`src/counter_increment_event_pkg.sv`:
```
// Offsets, field positions and reset values of the counter increment event latch
package counter_increment_event_pkg;

  localparam int unsigned ADDR_WIDTH = 8;
  localparam int unsigned DATA_WIDTH = 8;
  localparam int unsigned EVENT_COUNT = 7;

  localparam logic [ADDR_WIDTH-1:0] LATCH_OFFSET = 8'h18;
  localparam logic [ADDR_WIDTH-1:0] MASK_OFFSET = 8'h19;

  localparam int unsigned FRAME_ARRIVAL_BIT = 0;
  localparam int unsigned ISOLATED_ERROR_BIT = 1;
  localparam int unsigned FRAME_FORMAT_LOSS_BIT = 2;
  localparam int unsigned FRAME_CAPTURED_BIT = 3;
  localparam int unsigned FRAME_UNCAPTURED_BIT = 4;
  localparam int unsigned FRAME_SENT_BIT = 5;
  localparam int unsigned TOKEN_ARRIVAL_BIT = 6;
  localparam int unsigned RESERVED_BIT = 7;

  localparam logic [DATA_WIDTH-1:0] LATCH_RESET = 8'h00;
  localparam logic [DATA_WIDTH-1:0] MASK_RESET = 8'h00;
  localparam logic [DATA_WIDTH-1:0] IMPLEMENTED_BITS = 8'h7F;
  localparam logic [DATA_WIDTH-1:0] UNMAPPED_READ = 8'h00;

endpackage

```
`src/counter_increment_event_latch.sv`:
```
// Counter increment event latch and mask with a plain register port
`timescale 1ns/1ps
module counter_increment_event_latch (
  input wire logic clk_i,
  input wire logic arst_n_i,
  input wire logic [7:0] addr_i,
  input wire logic [7:0] wdata_i,
  input wire logic wr_i,
  input wire logic rd_i,
  output logic [7:0] rdata_o,
  input wire logic token_arrival_count_inc_i,
  input wire logic frame_sent_count_inc_i,
  input wire logic frame_uncaptured_count_inc_i,
  input wire logic frame_captured_count_inc_i,
  input wire logic frame_loss_count_inc_i,
  input wire logic isolated_error_count_inc_i,
  input wire logic frame_arrival_count_inc_i,
  output logic [7:0] masked_event_o,
  output logic counter_event_o
);

  logic [7:0] event_set;
  logic [7:0] latch_clear;
  logic [7:0] latch_flags;
  logic [7:0] mask_q;
  logic [7:0] rdata_q;
  logic [7:0] rdata_d;
  logic latch_wr;
  logic mask_wr;

  assign latch_wr = wr_i && (addr_i == counter_increment_event_pkg::LATCH_OFFSET);
  assign mask_wr = wr_i && (addr_i == counter_increment_event_pkg::MASK_OFFSET);

  always_comb begin
    event_set = 8'h00;
    event_set[counter_increment_event_pkg::TOKEN_ARRIVAL_BIT] =
      token_arrival_count_inc_i;
    event_set[counter_increment_event_pkg::FRAME_SENT_BIT] =
      frame_sent_count_inc_i;
    event_set[counter_increment_event_pkg::FRAME_UNCAPTURED_BIT] =
      frame_uncaptured_count_inc_i;
    event_set[counter_increment_event_pkg::FRAME_CAPTURED_BIT] =
      frame_captured_count_inc_i;
    event_set[counter_increment_event_pkg::FRAME_FORMAT_LOSS_BIT] =
      frame_loss_count_inc_i;
    event_set[counter_increment_event_pkg::ISOLATED_ERROR_BIT] =
      isolated_error_count_inc_i;
    event_set[counter_increment_event_pkg::FRAME_ARRIVAL_BIT] =
      frame_arrival_count_inc_i;
  end

  // Write-one-to-clear keeps unserviced bits safe from a read-modify-write race
  assign latch_clear = latch_wr ? (wdata_i & counter_increment_event_pkg::IMPLEMENTED_BITS)
                                : 8'h00;

  genvar bit_idx;
  generate
    for (bit_idx = 0; bit_idx < 8; bit_idx++) begin : g_latch
      if (counter_increment_event_pkg::IMPLEMENTED_BITS[bit_idx]) begin : g_used
        event_latch_bit u_bit (
          .clk_i(clk_i),
          .arst_n_i(arst_n_i),
          .set_i(event_set[bit_idx]),
          .clear_i(latch_clear[bit_idx]),
          .flag_o(latch_flags[bit_idx])
        );
      end else begin : g_reserved
        assign latch_flags[bit_idx] = 1'b0;
      end
    end
  endgenerate

  always_ff @(posedge clk_i or negedge arst_n_i) begin
    if (!arst_n_i) begin
      mask_q <= counter_increment_event_pkg::MASK_RESET;
    end else if (mask_wr) begin
      mask_q <= wdata_i & counter_increment_event_pkg::IMPLEMENTED_BITS;
    end
  end

  always_comb begin
    rdata_d = counter_increment_event_pkg::UNMAPPED_READ;
    if (rd_i) begin
      if (addr_i == counter_increment_event_pkg::LATCH_OFFSET) begin
        rdata_d = latch_flags;
      end else if (addr_i == counter_increment_event_pkg::MASK_OFFSET) begin
        rdata_d = mask_q;
      end
    end
  end

  // Read data stands only in the cycle after the strobe, zero otherwise
  always_ff @(posedge clk_i or negedge arst_n_i) begin
    if (!arst_n_i) begin
      rdata_q <= 8'h00;
    end else begin
      rdata_q <= rdata_d;
    end
  end

  assign rdata_o = rdata_q;
  assign masked_event_o = latch_flags & mask_q;
  assign counter_event_o = |(latch_flags & mask_q);

endmodule // counter_increment_event_latch

```
`src/event_latch_bit.sv`:
```
// One sticky latch bit: set by an event, cleared by software, set wins
`timescale 1ns/1ps
module event_latch_bit (
  input wire logic clk_i,
  input wire logic arst_n_i,
  input wire logic set_i,
  input wire logic clear_i,
  output logic flag_o
);

  logic flag_q;
  logic flag_d;

  always_comb begin
    flag_d = flag_q;
    if (clear_i) begin
      flag_d = 1'b0;
    end
    // An increment in the clearing cycle must not be lost
    if (set_i) begin
      flag_d = 1'b1;
    end
  end

  always_ff @(posedge clk_i or negedge arst_n_i) begin
    if (!arst_n_i) begin
      flag_q <= 1'b0;
    end else begin
      flag_q <= flag_d;
    end
  end

  assign flag_o = flag_q;

endmodule // event_latch_bit

```
`config.mk`:
```
export PLATFORM = sky130hd
export DESIGN_NAME = counter_increment_event_latch
export DESIGN_NICKNAME = d
export VERILOG_FILES = /design/src/counter_increment_event_pkg.sv /design/src/counter_increment_event_latch.sv /design/src/event_latch_bit.sv
export SDC_FILE = /design/constraint.sdc
export NUM_CORES = 1
export LEC_CHECK = 0
export ABC_AREA = 1
export BUFFER_PORTS_ARGS = -buffer_cell sky130_fd_sc_hd__buf_2
export CAP_MARGIN = 20
export CORE_UTILIZATION = 25
export DETAILED_ROUTE_END_ITERATION = 8
export GPL_TIMING_DRIVEN = 0
export PLACE_DENSITY = 0.47
export SLEW_MARGIN = 20
export SYNTH_ARGS = -nofsm -noshare
export SYNTH_HDL_FRONTEND = slang
export SYNTH_SLANG_ARGS = --single-unit
```
`constraint.sdc`:
```
create_clock -name clk_i -period 2.2 [get_ports clk_i]
set_input_delay 0.33 -clock clk_i [delete_from_list [all_inputs] [get_ports clk_i]]
set_output_delay 0.33 -clock clk_i [all_outputs]
set_load 0.005 [all_outputs]
```
After elaboration in Yosys (flattened, before gate mapping). Index checks and enable logic that the tools add are counted.

Flip-flop bits (word level): 22. Output and inout port bits: 17. Logic and storage cells: 40.

Equal/unequal tests: 2. Muxes and demuxes: 18. Bitwise gates (word level): 1. Reductions and logical operators: 10.

Operators by type and width (count): $eq 8x5->1 const B (2); $mux 8 (2); $mux 1 (14); $mux 7 (2); $reduce_bool 2->1 (7); $reduce_or 8->1 (1); $and 7x7->7 (1); $logic_and 1x1->1 (2).

Longest topological paths before layout.
Word-level depth: 5. Gate-level depth with buffers: 8. Mapped depth without buffers: 8.

By module. A second synthesis with hierarchy kept.

Cell total of the unflattened synthesis: 159. Area total of the unflattened synthesis: 1144.8 um^2.

Modules (own cells, without submodules): counter_increment_event_latch (times used 1, cells each 124, area each 864.6 um^2); event_latch_bit (times used 7, cells each 5, area each 40.0 um^2).

Worst setup path after synthesis. No wires, ideal clock.

Path type: register -> output. Start point: register g_latch[1].g_used.u_bit.flag_q. End point: output counter_event_o. Data arrival time: 749 ps. Data required time: 1870 ps. Slack: 1121 ps. Stages on the path, launching flop included: 5. Buffers on the path: 0. Cell sequence: dfrtp_1 nand2_1 inv_2 nor3_1 nand4_1.

Word-level cells in the longest chain between the ends: 2.

Ends and longest elaborated chain: from (decl) (line event_latch_bit.sv:11) `logic flag_q;`; from (signal assigned) (line event_latch_bit.sv:29) `flag_q <= flag_d;`; $and 7x7->7; via masked_event_o[1] (line counter_increment_event_latch.sv:18) `output logic [7:0] masked_event_o,`; $reduce_or 8->1 (line counter_increment_event_latch.sv:103) `assign counter_event_o = |(latch_flags & mask_q);`; to (decl) (line counter_increment_event_latch.sv:19) `output logic counter_event_o`.

The timed path passes the listed nets, and every way through them passes these cells.

Worst setup path after layout.
Start point: register g_latch[1].g_used.u_bit.flag_q. End point: output counter_event_o.

Word-level cells in the longest chain between the ends: 2.

Ends and longest elaborated chain (line): $and 7x7->7 (counter_increment_event_latch.sv:103); $reduce_or 8->1 (counter_increment_event_latch.sv:103).

No other way between the ends.

==> flow_summary.toml <==
[grt]
grt_pass1_vias = 1002
grt_max_degree = 22
track_usage_pct = 12.7
antenna_found_initial = 0
grt-ovfl-total = 0
grt_pass1_wl_um = 4420

[sta]
min_period_ns = 1.61
setup_viol = 0
drv_slew = 0
finalWorstSetupSlack_ns = 0.595
grt_setup_unrepaired = "false"
hold_violations = 0
tns_ns = 0
period_share_pct = 73.0
fin_skew_ns = 0.00121
fmax_mhz = 623

[setup_path]
crit_required_ns = 1.87
crit_family = "simple AND/OR/NAND/NOR gates"
reg2reg_slack_ns = 1.42
critPathSlowestCell = "dfrtp_1"
worstPathCellList = "nand2_1 > inv_2 > nor3_1 > nand4_1 > buf_2"
ff2ff_path_depth = 4
cp_max_fo = 3
cp_num_cells = 5
cp-end-kind = "primary output"
cp.arrival_ns = 1.28
max_stage_delay_ns = 0.41
setup.worst_path.end = "counter_event_o"
rr_startpoint = "mask_q[0]$_DFFE_PN0P_"
r2r-end = "rdata_o[0]$_DFF_PN0_"
cp-start-kind = "register"
crit_buf_inv = 2
crit_type = "register to primary output"
cp-startpoint = "g_latch[1].g_used.u_bit.flag_o$_DFFE_PN0P_"

[power_and_ir_drop]
ir_worst_vdd_mv = 0.183
power_leakage_nw = 0.862
power_density_nw_per_um2 = 528

[detailed_routing]
drt-initial-drc-count = 36
wl_per_cell_um = 11.3
vias = 972
routed_wl_um = 2620
viasPerCell = 4.21
first_pass_iters = 4
drc = 0
ant_nets = 0

[floorplanning]
die_w_um = 68.6
rows = 23
ios = 44
fp.coreArea_sq_um = 4140
fp.dieArea_sq_um = 4710
dieHeight_um = 68.6
start_util_pct = 26.8

[clocking]
cts_tree = "done"
numClockSinks = 21
cts_buffers = 3
cts.reportedPaths.clkPinSlew_ns = 0.08
cts-resized-gates = 0
clock_latency_ns = 0.25
clock_path_buffers = 2
cts-root-buf = "clkbuf_8"
post-cts-setup-buffers = 0
htreeDepth = 1
ctsHoldBuffers = 0

[layout]
final_area_sq_um = 1420
ff_latch_area_sq_um = 526
drive_gt1_share_pct = 35.9
fill_cells = 453
final_nets = 209
multi_input_area_sq_um = 450
diodes = 0
syn_to_final_growth_pct = 28.1

[synth]
synth_most_common_cell = "nand2_1"
ys_top_cells_by_area = "dfrtp_1, nand2_1, nand3_1"
synthFlopType = "dfrtp_1"
yosysUniqueCellTypes = 19
yosys.area.top_type = "dfrtp_1"
async_reset_ff_share_pct = 100
synth_top_area_share_pct = 47.4
syn_inst = 136
syn_area_per_cell_sq_um = 8.16
synth_edf_count = 0
ys_seq_elements = 21
ys_warn_count = 0
synth_area_sq_um = 1110
seq_area_frac_synth_pct = 47.4
synth_commonest_cells = "nand2_1, dfrtp_1, nand3_1"

[placed_design]
pre_cts_ws_ns = 0.866
post_dp_cell_area_sq_um = 1380
gp_congestion = 0.746
io_buffers = 40
place_hpwl_um = 2020

[run]
max-cap-violations = 0

[run_status]
status = "completed"

[min_path]
hold_path.class = "input port to asynchronous set/reset pin"
==> metrics by stage <==
step	hold WS (ns)	util [%]	instances	power, mW
CTS	0.0351	34.3	231	0.756
floorplan	0.0344	-	137	0.453
finish	0.0220	34.3	231	0.750
global route	0.0533	34.3	231	0.789
detailed placement	0.315	33.2	227	0.507
global placement	0.309	33.2	227	0.505
==> kinds of logic (layout without fill, tap and decap cells) <==
logic type / count (synthesis) / in the layout / synth area share (%)
AOI/OAI and AO/OA: 7 / 7 / 3.16
buffers and inverters: 28 / 72 / 12.4
DFF: 21 / 21 / 47.4
other: 1 / 2 / 0.338
and+or+nand+nor: 79 / 79 / 36.8
==> worst min path at each step <==
stage / start / end / slack [ns]
floorplan: arst_n_i / g_latch[0].g_used.u_bit.flag_o$_DFFE_PN0P_ / 0.03
global placement: arst_n_i / rdata_o[6]$_DFF_PN0_ / 0.31
detailed placement: arst_n_i / rdata_o[6]$_DFF_PN0_ / 0.31
CTS: arst_n_i / rdata_o[4]$_DFF_PN0_ / 0.04
global route: arst_n_i / rdata_o[4]$_DFF_PN0_ / 0.05
finish: arst_n_i / rdata_o[6]$_DFF_PN0_ / 0.02
==> report_power, final <==
part | total, mW | internal (mW) | switching (mW)
Combinational | 0.101 | 0.0419 | 0.0594
Clock | 0.252 | 0.129 | 0.123
Sequential | 0.397 | 0.392 | 0.00523
Total | 0.750 | 0.563 | 0.187
==> area by class of cell <==
type	instances	share of cell area, %
clock buffers	4	3.17
flip-flops and latches	21	37.0
multi-input cells	88	31.7
inverters	22	5.90
plain buffers	6	3.79
repair buffers	40	14.1
well taps	50	4.40
==> layer usage <==
| layer | GRT usage (%) | part of all wire [%] | vias up |
|---|---|---|---|
| li1 | - | - | 513 |
| met1 | 16.0 | 45 | 416 |
| met2 | 21.1 | 47 | 39 |
| met3 | 2.96 | 6.7 | 4 |
| met4 | 4.17 | 1.3 | 0 |
| met5 | 0 | 0 | - |
==> sequential cells by signal, indices dropped and copies added (netlist names) <==
| register | count |
|---|---|
| g_latch.g_used.u_bit.flag_o | 7 |
| rdata_o | 7 |
| mask_q | 7 |
==> placed cells by master (no fill, tap or decap), types with 3 or more instances in the layout <==
cell type	instances
a21oi_1	7
nand3_1	20
nor2_1	3
dfrtp_1	21
nand2_1	38
clkbuf_8	3
inv_2	6
inv_1	15
buf_2	41
nand4_1	8
nand2_2	3
buf_6	3
No activity file was read; power rests on OpenSTA's default activity.
